$ cat src/rtl/hold_arb_cfg.svh
// Offsets, field positions, reset values and timing counts for the hold arbiter
`ifndef HOLD_ARB_CFG_SVH
`define HOLD_ARB_CFG_SVH
`define IDX_PORT          16'h0022
`define DATA_PORT         16'h0024
`define IDX_CONTROL_ONE   8'h20
`define IDX_SHADOW_ONE    8'h22
`define CTL_WR_MASK       8'h3A
`define CTL_RESET         8'h02
`define CTL_TURBO_BIT     4
`define CTL_VERSION       2'h0
`define SHD_WR_MASK       8'hFC
`define SHD_RESET         8'hE4
`define SHD_HIDDEN_BIT    2
`define CLK_PERIOD_PS     4000
`define CLK_MHZ           250
`define SLOW_MODE_TIMEBASE_MHZ         12
`define SLOW_DIV_CYCLES   (`CLK_MHZ / `SLOW_MODE_TIMEBASE_MHZ)
`define SLOW_PERIOD_TICKS 3
`define REFRESH_PERIOD_NS 15000
`define REFRESH_CYCLES    ((`REFRESH_PERIOD_NS * 1000) / `CLK_PERIOD_PS)
`define REFRESH_LEN       8
`endif

$ cat src/rtl/hold_arb_pkg.sv
// Types shared by the hold arbiter
package hold_arb_pkg;
  typedef enum logic [1:0] {ARB_IDLE, ARB_WAIT_ACK, ARB_REFRESH, ARB_GRANT} arb_state_t;
  typedef enum logic [1:0] {CYC_NONE, CYC_DMA8, CYC_DMA16, CYC_MASTER} cycle_kind_t;
  typedef struct packed {
    logic        wr;
    logic        rd;
    logic [15:0] addr;
    logic [7:0]  wdata;
  } io_req_t;
endpackage : hold_arb_pkg

$ cat src/rtl/cpu_hold_bus_arbiter.sv
// Bus ownership arbiter: CPU hold, refresh, DMA/master grant, slow mode, indexed config
// Behaviour
// RQ1 - Arbitrate bus among CPU, DMA, bus masters and refresh.
// RQ2 - Raise CPU hold for DMA, master or conventional refresh.
// RQ3 - CPU finishes its cycle, then acknowledges hold and floats.
// RQ4 - After acknowledge, run refresh or grant DMA/master per winner.
// RQ5 - Hidden refresh runs with CPU hold kept low.
// RQ6 - Refresh versus DMA/master served first-come first-served.
// RQ7 - Refresh arriving during a grant is latched, served right after.
// RQ8 - A requester behind refresh keeps requesting; dropped requests are forgotten.
// RQ9 - One shared request; address enables tell 8/16-bit DMA or master.
// RQ10 - Slow mode drives hold periodically from a 12 MHz-class timebase.
// RQ11 - Slow mode holds CPU two thirds of each period, frees one third.
// RQ12 - Turbo control enable is bit 4 of register 20h, 386-class only.
// RQ13 - With turbo control on, low turbo pin applies two-thirds throttling.
// RQ14 - Software writes index to port 22h, then accesses port 24h.
// RQ15 - Index invalidated after every data access.
// RQ16 - Reserved bits reset to zero, written as zero.
// RQ17 - Bits 7-6 of register 20h are a read-only version field.
// RQ18 - Index 22h bit 2 low enables hidden refresh; resets high.
// RQ19 - Internal timer requests refresh about every 15 microseconds.
// RQ20 - Hold drops when the served requester ends and nothing waits.
`timescale 1ns/1ps
`default_nettype none
`include "hold_arb_cfg.svh"
module cpu_hold_bus_arbiter (
  input  wire logic                       clk_i,
  input  wire logic                       rstn_i,
  input  wire hold_arb_pkg::io_req_t      io_req_i,
  output logic [7:0]                      io_rdata_o,
  input  wire logic                       cpu_hlda_i,
  input  wire logic                       dma_master_request_i,
  input  wire logic                       byte_dma_addr_enable_n_i,
  input  wire logic                       word_dma_addr_enable_n_i,
  input  wire logic                       local_request_turbo_in_n_i,
  input  wire logic                       cpu_mode_legacy_i,
  input  wire logic                       master_refresh_req_i,
  output logic                            cpu_hold_o,
  output logic                            refresh_cycle_n_o,
  output logic                            dma_master_grant_o,
  output hold_arb_pkg::cycle_kind_t       cycle_kind_o
);

  // Two-stage synchronisers for every pin; stage one feeds only stage two
  logic [6:0] pin_meta;
  logic [6:0] pin_sync;
  always_ff @(posedge clk_i or negedge rstn_i) begin
    if (!rstn_i) begin
      // Idle pin levels, so no false request or refresh edge follows reset
      pin_meta <= 7'h70;
      pin_sync <= 7'h70;
    end else begin
      pin_meta <= {local_request_turbo_in_n_i, byte_dma_addr_enable_n_i, word_dma_addr_enable_n_i,
                   cpu_mode_legacy_i, master_refresh_req_i, dma_master_request_i, cpu_hlda_i};
      pin_sync <= pin_meta;
    end
  end
  logic hlda_s, hrq_s, ext_rfsh_s, legacy_s, word_dma_addr_enable_n_n_s, byte_dma_addr_enable_n_n_s, turbo_n_s;
  assign {turbo_n_s, byte_dma_addr_enable_n_n_s, word_dma_addr_enable_n_n_s, legacy_s, ext_rfsh_s, hrq_s, hlda_s} = pin_sync;

  // Configuration registers and index
  logic [7:0] control_one;
  logic [7:0] shadow_one;
  logic [7:0] idx;
  logic       idx_valid;
  logic       data_acc;
  assign data_acc = (io_req_i.wr || io_req_i.rd) && io_req_i.addr == `DATA_PORT;

  // Index port; any data port access voids it
  always_ff @(posedge clk_i or negedge rstn_i) begin
    if (!rstn_i) begin
      idx       <= 8'h00;
      idx_valid <= 1'b0;
    end else if (io_req_i.wr && io_req_i.addr == `IDX_PORT) begin
      idx       <= io_req_i.wdata;                          // [RQ14]
      idx_valid <= 1'b1;
    end else if (data_acc) begin
      idx_valid <= 1'b0;                                    // [RQ15]
    end
  end

  // Register writes; masks keep reserved and version bits fixed
  always_ff @(posedge clk_i or negedge rstn_i) begin
    if (!rstn_i) begin
      control_one <= `CTL_RESET;                            // [RQ16]
      shadow_one  <= `SHD_RESET;                            // [RQ18]
    end else if (io_req_i.wr && data_acc && idx_valid) begin
      if (idx == `IDX_CONTROL_ONE) begin
        control_one <= io_req_i.wdata & `CTL_WR_MASK;       // [RQ16] [RQ17]
      end else if (idx == `IDX_SHADOW_ONE) begin
        shadow_one <= io_req_i.wdata & `SHD_WR_MASK;        // [RQ16]
      end
    end
  end

  // Read data; unindexed or unknown index reads as zero
  always_ff @(posedge clk_i or negedge rstn_i) begin
    if (!rstn_i) begin
      io_rdata_o <= 8'h00;
    end else if (io_req_i.rd && data_acc) begin
      if (idx_valid && idx == `IDX_CONTROL_ONE) begin
        io_rdata_o <= {`CTL_VERSION, control_one[5:0]};     // [RQ17]
      end else if (idx_valid && idx == `IDX_SHADOW_ONE) begin
        io_rdata_o <= shadow_one;
      end else begin
        io_rdata_o <= 8'h00;
      end
    end
  end

  logic hidden_en;
  assign hidden_en = !shadow_one[`SHD_HIDDEN_BIT];          // [RQ18]

  // Refresh rate generator
  logic [11:0] rfsh_cnt;
  logic        rfsh_tick;
  always_ff @(posedge clk_i or negedge rstn_i) begin
    if (!rstn_i) begin
      rfsh_cnt  <= 12'h000;
      rfsh_tick <= 1'b0;
    end else begin
      rfsh_tick <= (rfsh_cnt == 12'(`REFRESH_CYCLES - 1));  // [RQ19]
      rfsh_cnt  <= (rfsh_cnt == 12'(`REFRESH_CYCLES - 1)) ? 12'h000 : rfsh_cnt + 12'h001;
    end
  end

  // Slow-mode timebase and two-thirds hold waveform
  logic [4:0] div_cnt;
  logic [1:0] phase;
  logic       slow_mode;
  logic       slow_hold;
  assign slow_mode = legacy_s && control_one[`CTL_TURBO_BIT] && !turbo_n_s;  // [RQ12] [RQ13]
  assign slow_hold = slow_mode && phase != 2'(`SLOW_PERIOD_TICKS - 1);        // [RQ11]
  always_ff @(posedge clk_i or negedge rstn_i) begin
    if (!rstn_i) begin
      div_cnt <= 5'h00;
      phase   <= 2'h0;
    end else if (div_cnt == 5'(`SLOW_DIV_CYCLES - 1)) begin
      div_cnt <= 5'h00;                                     // [RQ10]
      phase   <= (phase == 2'(`SLOW_PERIOD_TICKS - 1)) ? 2'h0 : phase + 2'h1;
    end else begin
      div_cnt <= div_cnt + 5'h01;
    end
  end

  // Arbiter state
  hold_arb_pkg::arb_state_t state;
  hold_arb_pkg::arb_state_t next_state;
  logic       rfsh_pend;
  logic       rfsh_first;
  logic       rfsh_hidden;
  logic [2:0] rfsh_len;
  logic       rfsh_done;
  logic       rfsh_serve;
  logic       rfsh_win;
  assign rfsh_done  = state == hold_arb_pkg::ARB_REFRESH && rfsh_len == 3'(`REFRESH_LEN - 1);
  assign rfsh_serve = next_state == hold_arb_pkg::ARB_REFRESH && state != hold_arb_pkg::ARB_REFRESH;
  assign rfsh_win   = rfsh_pend && (rfsh_first || !hrq_s);  // [RQ6]

  // Pending refresh latch; a new request wins over the serve clear
  always_ff @(posedge clk_i or negedge rstn_i) begin
    if (!rstn_i) begin
      rfsh_pend  <= 1'b0;
      rfsh_first <= 1'b0;
    end else if (rfsh_tick || ext_rfsh_s) begin
      rfsh_pend  <= 1'b1;                                   // [RQ7]
      rfsh_first <= (rfsh_pend && !rfsh_serve) ? rfsh_first : !hrq_s;  // [RQ6]
    end else if (rfsh_serve) begin
      rfsh_pend  <= 1'b0;
      rfsh_first <= 1'b0;
    end
  end

  // Ownership sequencer
  always_comb begin
    next_state = state;
    case (state)
      hold_arb_pkg::ARB_IDLE: begin
        if (rfsh_pend && hidden_en && !hrq_s) begin
          next_state = hold_arb_pkg::ARB_REFRESH;           // [RQ5]
        // An acknowledge left over from the last hold must clear first, or it grants early
        end else if ((hrq_s || rfsh_pend) && !(hlda_s && !cpu_hold_o)) begin
          next_state = hold_arb_pkg::ARB_WAIT_ACK;          // [RQ1] [RQ2]
        end
      end
      hold_arb_pkg::ARB_WAIT_ACK: begin
        if (hlda_s) begin                                   // [RQ3]
          if (rfsh_win) begin
            next_state = hold_arb_pkg::ARB_REFRESH;         // [RQ4] [RQ6]
          end else if (hrq_s) begin
            next_state = hold_arb_pkg::ARB_GRANT;           // [RQ4]
          end else begin
            next_state = hold_arb_pkg::ARB_IDLE;            // [RQ8] [RQ20]
          end
        end
      end
      hold_arb_pkg::ARB_GRANT: begin
        if (!hrq_s) begin
          next_state = rfsh_pend ? hold_arb_pkg::ARB_REFRESH : hold_arb_pkg::ARB_IDLE;  // [RQ7] [RQ20]
        end
      end
      hold_arb_pkg::ARB_REFRESH: begin
        if (rfsh_done) begin
          if (hrq_s && !rfsh_hidden && hlda_s) begin
            next_state = hold_arb_pkg::ARB_GRANT;           // [RQ6]
          end else begin
            next_state = hold_arb_pkg::ARB_IDLE;            // [RQ20]
          end
        end
      end
      default: next_state = hold_arb_pkg::ARB_IDLE;
    endcase
  end

  always_ff @(posedge clk_i or negedge rstn_i) begin
    if (!rstn_i) begin
      state <= hold_arb_pkg::ARB_IDLE;
    end else begin
      state <= next_state;
    end
  end

  // Refresh cycle length and whether it runs hidden
  always_ff @(posedge clk_i or negedge rstn_i) begin
    if (!rstn_i) begin
      rfsh_len    <= 3'h0;
      rfsh_hidden <= 1'b0;
    end else if (rfsh_serve) begin
      rfsh_len    <= 3'h0;
      rfsh_hidden <= state == hold_arb_pkg::ARB_IDLE;       // [RQ5]
    end else if (state == hold_arb_pkg::ARB_REFRESH) begin
      rfsh_len <= rfsh_len + 3'h1;
    end
  end

  // Registered outputs; hidden refresh leaves hold to the slow waveform only
  always_ff @(posedge clk_i or negedge rstn_i) begin
    if (!rstn_i) begin
      cpu_hold_o         <= 1'b0;
      refresh_cycle_n_o  <= 1'b1;
      dma_master_grant_o <= 1'b0;
    end else begin
      cpu_hold_o <= slow_hold || next_state == hold_arb_pkg::ARB_WAIT_ACK ||
                    next_state == hold_arb_pkg::ARB_GRANT ||
                    (next_state == hold_arb_pkg::ARB_REFRESH &&
                     !(rfsh_serve ? state == hold_arb_pkg::ARB_IDLE : rfsh_hidden));  // [RQ2] [RQ5] [RQ10]
      refresh_cycle_n_o  <= next_state != hold_arb_pkg::ARB_REFRESH;  // [RQ4]
      dma_master_grant_o <= next_state == hold_arb_pkg::ARB_GRANT;    // [RQ4]
    end
  end

  // Cycle type during a grant from the address enables
  always_ff @(posedge clk_i or negedge rstn_i) begin
    if (!rstn_i) begin
      cycle_kind_o <= hold_arb_pkg::CYC_NONE;
    end else if (state != hold_arb_pkg::ARB_GRANT) begin
      cycle_kind_o <= hold_arb_pkg::CYC_NONE;
    end else if (!byte_dma_addr_enable_n_n_s) begin
      cycle_kind_o <= hold_arb_pkg::CYC_DMA8;               // [RQ9]
    end else if (!word_dma_addr_enable_n_n_s) begin
      cycle_kind_o <= hold_arb_pkg::CYC_DMA16;              // [RQ9]
    end else begin
      cycle_kind_o <= hold_arb_pkg::CYC_MASTER;             // [RQ9]
    end
  end

  hold_on_grant_a: assert property (@(posedge clk_i) disable iff (!rstn_i)  // [RQ2]
    dma_master_grant_o |-> cpu_hold_o) else $error("grant without cpu hold");
  grant_after_ack_a: assert property (@(posedge clk_i) disable iff (!rstn_i)  // [RQ4]
    $rose(dma_master_grant_o) |-> $past(hlda_s)) else $error("grant before hold acknowledge");
  hidden_no_hold_a: assert property (@(posedge clk_i) disable iff (!rstn_i)  // [RQ5]
    (state == hold_arb_pkg::ARB_REFRESH && rfsh_hidden && !rfsh_done && !slow_hold) |=> !cpu_hold_o)
    else $error("hold raised during hidden refresh");
  fifo_refresh_a: assert property (@(posedge clk_i) disable iff (!rstn_i)  // [RQ6]
    (state == hold_arb_pkg::ARB_WAIT_ACK && hlda_s && rfsh_pend && rfsh_first)
    |=> state == hold_arb_pkg::ARB_REFRESH ##1 !refresh_cycle_n_o) else $error("earlier refresh not first");
  refresh_after_grant_a: assert property (@(posedge clk_i) disable iff (!rstn_i)  // [RQ7]
    (state == hold_arb_pkg::ARB_GRANT && !hrq_s && rfsh_pend) |=> state == hold_arb_pkg::ARB_REFRESH)
    else $error("queued refresh not served after grant");
  release_hold_a: assert property (@(posedge clk_i) disable iff (!rstn_i)  // [RQ20]
    (state == hold_arb_pkg::ARB_GRANT && !hrq_s && !rfsh_pend && !rfsh_tick && !ext_rfsh_s && !slow_mode)
    |=> !cpu_hold_o) else $error("hold kept after release");
  index_void_a: assert property (@(posedge clk_i) disable iff (!rstn_i)  // [RQ15]
    (data_acc && !(io_req_i.wr && io_req_i.addr == `IDX_PORT)) |=> !idx_valid)
    else $error("index survived data access");
  version_ro_a: assert property (@(posedge clk_i) disable iff (!rstn_i)  // [RQ17]
    (io_req_i.rd && data_acc && idx_valid && idx == `IDX_CONTROL_ONE) |=> io_rdata_o[7:6] == `CTL_VERSION)
    else $error("version field not read-only");
  refresh_spacing_a: assert property (@(posedge clk_i) disable iff (!rstn_i)  // [RQ19]
    rfsh_tick |=> !rfsh_tick [*8]) else $error("refresh timer too fast");
  slow_duty_a: assert property (@(posedge clk_i) disable iff (!rstn_i)  // [RQ11]
    (slow_mode && phase == 2'h2) |-> !slow_hold) else $error("slow hold in free third");

endmodule : cpu_hold_bus_arbiter
`default_nettype wire

$ cat config.mk
export PLATFORM = sky130hd
export DESIGN_NAME = cpu_hold_bus_arbiter
export DESIGN_NICKNAME = d
export VERILOG_FILES = /design/src/rtl/hold_arb_pkg.sv /design/src/rtl/cpu_hold_bus_arbiter.sv
export VERILOG_INCLUDE_DIRS = /design/src /design/src/rtl
export SDC_FILE = /design/constraint.sdc
export NUM_CORES = 1
export LEC_CHECK = 0
export BUFFER_PORTS_ARGS = -buffer_cell sky130_fd_sc_hd__buf_4
export CORE_ASPECT_RATIO = 0.8
export CORE_UTILIZATION = 23
export CTS_CLUSTER_SIZE = 25
export DETAILED_ROUTE_END_ITERATION = 6
export GPL_TIMING_DRIVEN = 0
export MAX_ROUTING_LAYER = met4
export PLACE_DENSITY_LB_ADDON = 0.08
export SYNTH_ARGS = -nofsm -noshare
export SYNTH_HDL_FRONTEND = slang
export SYNTH_SLANG_ARGS = --single-unit
$ cat constraint.sdc
create_clock -name clk_i -period 5.6 [get_ports clk_i]
set_input_delay 0.28 -clock clk_i [delete_from_list [all_inputs] [get_ports clk_i]]
set_output_delay 0.28 -clock clk_i [all_outputs]
set_load 0.01 [all_outputs]
# Word-level counts from Yosys, hierarchy flattened
# Cells that the tools add are included.
[word_totals]
inputBits = 35
wordCells = 114
ff_bits = 74
[classes]
add_sub_neg = 4
n_mux = 27
bitwise = 1
reduce_logical = 43
eq_ne = 19
[ops]
columns = ["operator", "n"]
rows = [
  ["16-bit by 6-bit equality test with 1-bit output, second input constant", 2],
  ["2-bit 2-to-1 mux", 12],
  ["1-bit logical AND", 21],
  ["8-bit by 6-bit equality test with 1-bit output, second input constant", 2],
  ["8-bit 2-to-1 mux", 2],
  ["12-bit by 1-bit adder with 12-bit output, second input constant", 1],
  ["12-bit equality test, second input constant", 1],
  ["12-bit 2-to-1 mux", 1],
  ["2-bit equality test, second input constant", 5],
  ["2-bit != test, second input constant", 5],
  ["1-bit zero test", 8],
  ["1-bit 2-to-1 mux", 8],
  ["2-bit one-hot mux with 4 select lines", 1],
  ["1-bit logical OR", 7],
  ["3-bit 2-to-1 mux", 2],
  ["2-bit nonzero test", 3],
  ["5-bit by 1-bit adder with 5-bit output, second input constant", 1],
  ["5-bit equality test, second input constant", 1],
  ["5-bit 2-to-1 mux", 1],
  ["2-bit by 1-bit equality test with 1-bit output, second input constant", 2],
  ["2-bit AND reduction", 2],
  ["3-bit by 1-bit adder with 3-bit output, second input constant", 1],
  ["3-bit equality test, second input constant", 1],
  ["3-bit AND reduction", 1],
  ["3 further kinds", 3],
]

# Depth between registers and ports, before layout
[depth]
word_depth = 13
ltp_mapped = 7
depth_no_buf = 7

# Worst setup path before layout
# OpenSTA, ideal clock, no wires.
[synth_timing]
path_kind = "flip-flop to flip-flop"
from = "register rfsh_len[0]"
to = "register rfsh_pend"
setup_time_ns = 0.124
synth_period_minus_slack_ns = 1.956
setup_slack_ns = 3.644
path_buffers = 0
arrival_ns = 1.833
t_required_ns = 5.476
stages_incl_launch_ff = 8
cell_sequence = "dfrtp_1 -> ha_1 -> ha_1 -> nand4b_1 -> nor2_1 -> o32a_1 -> or3_4 -> a211o_1"
[synth_via]
elab_chain_cells = 7
[synth_rtl]
columns = ["element", "line", "text"]
rows = [
  ["start, declared", "cpu_hold_bus_arbiter.sv:152", "logic [2:0] rfsh_len;"],
  ["start signal, assigned", "cpu_hold_bus_arbiter.sv:232", "rfsh_len <= rfsh_len + 3'h1;"],
  ["3-bit equality test", "cpu_hold_bus_arbiter.sv:156", "assign rfsh_done = state == hold_arb_pkg::ARB_REFRESH && rfsh_len == 3'(`REFRESH_LEN - 1);"],
  ["1-bit logical AND", "cpu_hold_bus_arbiter.sv:156", ""],
  ["2-bit 2-to-1 mux", "cpu_hold_bus_arbiter.sv:203", "if (rfsh_done) begin"],
  ["2-bit one-hot mux with 4 select lines", "cpu_hold_bus_arbiter.sv:177", "case (state)"],
  ["named net next_state[0]", "cpu_hold_bus_arbiter.sv:148", "hold_arb_pkg::arb_state_t next_state;"],
  ["2-bit equality test", "cpu_hold_bus_arbiter.sv:157", "assign rfsh_serve = next_state == hold_arb_pkg::ARB_REFRESH && state != hold_arb_pkg::ARB_REFRESH;"],
  ["1-bit logical AND", "cpu_hold_bus_arbiter.sv:157", ""],
  ["2-bit nonzero test (no source line)", "-", ""],
  ["end signal, assigned", "cpu_hold_bus_arbiter.sv:163", "rfsh_pend <= 1'b0;"],
  ["end signal, assigned", "cpu_hold_bus_arbiter.sv:166", "rfsh_pend <= 1'b1;"],
  ["end signal, assigned", "cpu_hold_bus_arbiter.sv:169", "rfsh_pend <= 1'b0;"],
  ["end, declared", "cpu_hold_bus_arbiter.sv:149", "logic rfsh_pend;"],
]
# The timed path passes the listed nets, and every way through them passes these cells.
# A chain may end at the register's enable or synchronous reset.

# Worst setup path in the final report
# Ends and elaborated chain as after synthesis.

==> flow_summary.ini <==
[yosys]
yosys.area.top_type_share_pct = 48.72
synth.cell_area_um2 = 3133
synth_edf_count = 0
synth_nets = 293
synth.most_common_cell = dfrtp_1
synth-seq-area-share_pct = 58.79
synth_cell_types = 54
avgSynthCellArea_um2 = 12.38
async_flop_share_pct = 100.0
synth-seq-cells = 73
synth_commonest_cells = 61 x dfrtp_1, 23 x nand2_1, 22 x nor2_1
yosys.area.top_type = dfrtp_1
ys.flop_type = dfrtp_1
synthTopCellsByArea = dfrtp_1 49%, dfstp_2 10%, mux2_2 4.3%
synth_cells = 253
yosysWarningCount = 0

[layout]
fillers = 1350
area_growth_pct = 28.99
layout-drive-gt1-share_pct = 33.97
seqCellArea_um2 = 1842
stdcell_count = 490
finalNetCount = 350
antennaDiodeCount = 0
fin_util_pct = 30.96
multi_input_area_um2 = 1197

[min_path]
worstHoldStart = local_request_turbo_in_n_i
hp-class = in -> reg
min_path_cells = 1
hold_path_end = pin_meta[6]

[power]
switchingPower_mw = 0.3553
p_sw_share_pct = 23.93
seqPwrFrac_pct = 40.4
p_int_mw = 1.129
irDropWorstVdd_mv = 0.1483
p_per_area_nw_per_um2 = 367.3
pwr-share-comb_pct = 15.3
pwr-share-clk_pct = 44.2
p_leak_nw = 1.856

[drt]
dr.pass1.iters = 4
routedWlPerCell_um = 12.71
vias = 2012
drc = 0
vias_per_cell = 4.106
routed_wl_um = 6227
drt_iter0_markers = 99
ant_nets = 0

[setup_path]
slowest_delay_ns = 0.40
critPathMaxFanout = 6
r2r-end = rfsh_pend
startpoint_type = flip-flop
reg2reg_from = rfsh_len[0]
cpMaxStageDelayCell = dfrtp_1
critPathArrivalTime_ns = 2.36
required_ns = 5.81
r2r_slack_ns = 3.46
reg2regPathDepth = 7
crit_type = reg -> reg
crit_path_frequent_cell = ha_1
endpoint_kind = flip-flop
path_cells = ha_1 -> ha_1 -> nand4b_1 -> nor2_1 -> o32a_1 -> or3_4 -> a211o_1

[floorplanning]
num_io_pins = 48
die_w_um = 132.5
die_h_um = 106.4
core_area_um2 = 13060
start_util_pct = 24.00
dieArea_um2 = 14100
rows = 37

[clocking]
clock_latency_ns = 0.34
cts_max_path_buffers = 2
htree_levels = 3
tritoncts = done
clkTransAtPathRegs_ns = 0.06
cts_resized = 0
cts.sinks = 73
postCtsHoldBufs = 0
cts_setup_buffers = 0
numCtsBuffers = 9
root_buffer = clkbuf_16

[global_routing]
track_usage_pct = 10.34
grt_pass1_wl_um = 10670
overflow = 0
grt_pass1_vias = 2122
antenna_found_initial = 0
grt_max_degree = 74

[placed_design]
post-place-cells = 474
place.port_buffers = 46
gp_congestion = 0.6763
dp_hpwl_um = 4406

[timing]
period_minus_slack_ns = 2.142
worstMarginPinSlew_ns = 0.9331
finalSetupViolCount = 0
max_freq_mhz = 466.8
hold_violations = 0
fin_crit_sh_pct = 38.25
fin_tns_setup_ns = 0
drv_slew = 0
relSlewSlack_pct = 37.79
skew_ns = 0.008742
rsz0062_at_grt = false

[run]
max-cap-violations = 0

[run_status]
status = completed
-- layout by cell type, fill, tap and decap left out, types with 2 or more instances in the layout --
cell type / count
o21ai_0: 7
nand4_1: 3
clkinv_2: 3
dfrtp_1: 61
and4_1: 4
nor4_2: 2
mux2_2: 12
xnor2_1: 8
and3_1: 3
o21ai_2: 3
dfstp_2: 12
nor2b_1: 5
clkbuf_16: 9
a21oi_1: 3
nor2_1: 22
nand3_1: 9
inv_1: 10
o31ai_1: 4
bufinv_16: 3
buf_6: 2
nand4b_1: 2
xor2_1: 3
nor3_1: 3
nand2_1: 23
nand2b_1: 3
buf_4: 50
ha_1: 5
nand3b_1: 2
mux2_1: 6
mux2i_1: 5
-- per-stage QoR --
step	hold WS [ns]	area [µm²]	power, mW	worst slack (ns)
6_report	0.04458	4041	1.485	3.458
3_3_place_gp	0.3345	3697	0.8439	3.455
2_1_floorplan	-0.01559	3133	0.7539	3.644
3_5_place_dp	0.3347	3697	0.8432	3.465
5_1_grt	0.02760	4041	1.573	3.379
4_1_cts	0.02965	4041	1.517	3.451
-- cell type report --
cell class / instances / area share, %
flip-flops and latches: 73 / 45.57
multi-input cells: 163 / 29.63
repair buffers: 46 / 8.545
clock buffers: 10 / 5.913
well taps: 175 / 5.418
clock inverters: 6 / 2.601
plain buffers: 7 / 1.393
inverters: 10 / 0.9288
-- sequential cells by signal (all words and copies together) (netlist names), 3 cells and up --
register	cells
pin_meta	7
rfsh_cnt	12
io_rdata_o	7
pin_sync	7
control_one	4
idx	8
shadow_one	6
rfsh_len	3
div_cnt	5
-- worst max-delay path by stage --
stage | from | end | slack [ns] | depth (start not counted)
floorplan | rfsh_len[0] | rfsh_pend | 3.64 | 7
global placement | rfsh_len[0] | rfsh_first | 3.45 | 7
detailed placement | io_req_i[18] | control_one[3] | 3.46 | 6
CTS | rfsh_len[0] | rfsh_first | 3.45 | 7
global route | rfsh_len[0] | rfsh_pend | 3.38 | 7
finish | rfsh_len[0] | rfsh_pend | 3.46 | 7
-- cell families (layout without fill, tap and decap cells) --
logic type      count (synthesis)  in the layout  synth area share [%]
compound gates                 30             30                 6.949
xor+xnor                       11             11                 3.075
fa+ha+maj                       5              5                 1.997
buf+inv                        17             79                 2.995
flops                          73             73                 58.79
mux                            23             23                 8.067
other cells                     1              1                0.1197
simple gates                   93             93                 18.01
-- per-layer routing --
| layer | vias to the layer above | part of all wire (%) | global-route usage [%] | wire [µm] |
|---|---|---|---|---|
| met5 | - | 0 | - | 0 |
| met4 | 0 | 1.5 | 4.433 | 91 |
| met3 | 8 | 4.4 | 4.053 | 277 |
| met2 | 34 | 43 | 14.47 | 2667 |
| met1 | 964 | 51 | 13.13 | 3190 |
| li1 | 1006 | - | - | - |
-- worst max-delay path, delay by kind of cell, from the launching register on --
family          cells  cell delay (ns)
flops               1             0.40
fa+ha+maj           2             0.41
compound gates      2             0.68
simple gates        3             0.54
-- power by group through the flow --
stage	sequential [mW]	combinational, mW	clock, mW
3_3_place_gp	0.611	0.233	0
4_1_cts	0.601	0.234	0.682
6_report	0.600	0.228	0.657
3_5_place_dp	0.609	0.234	0
5_1_grt	0.605	0.265	0.703
2_1_floorplan	0.608	0.146	0
Power figures use the tool's default switching activity.
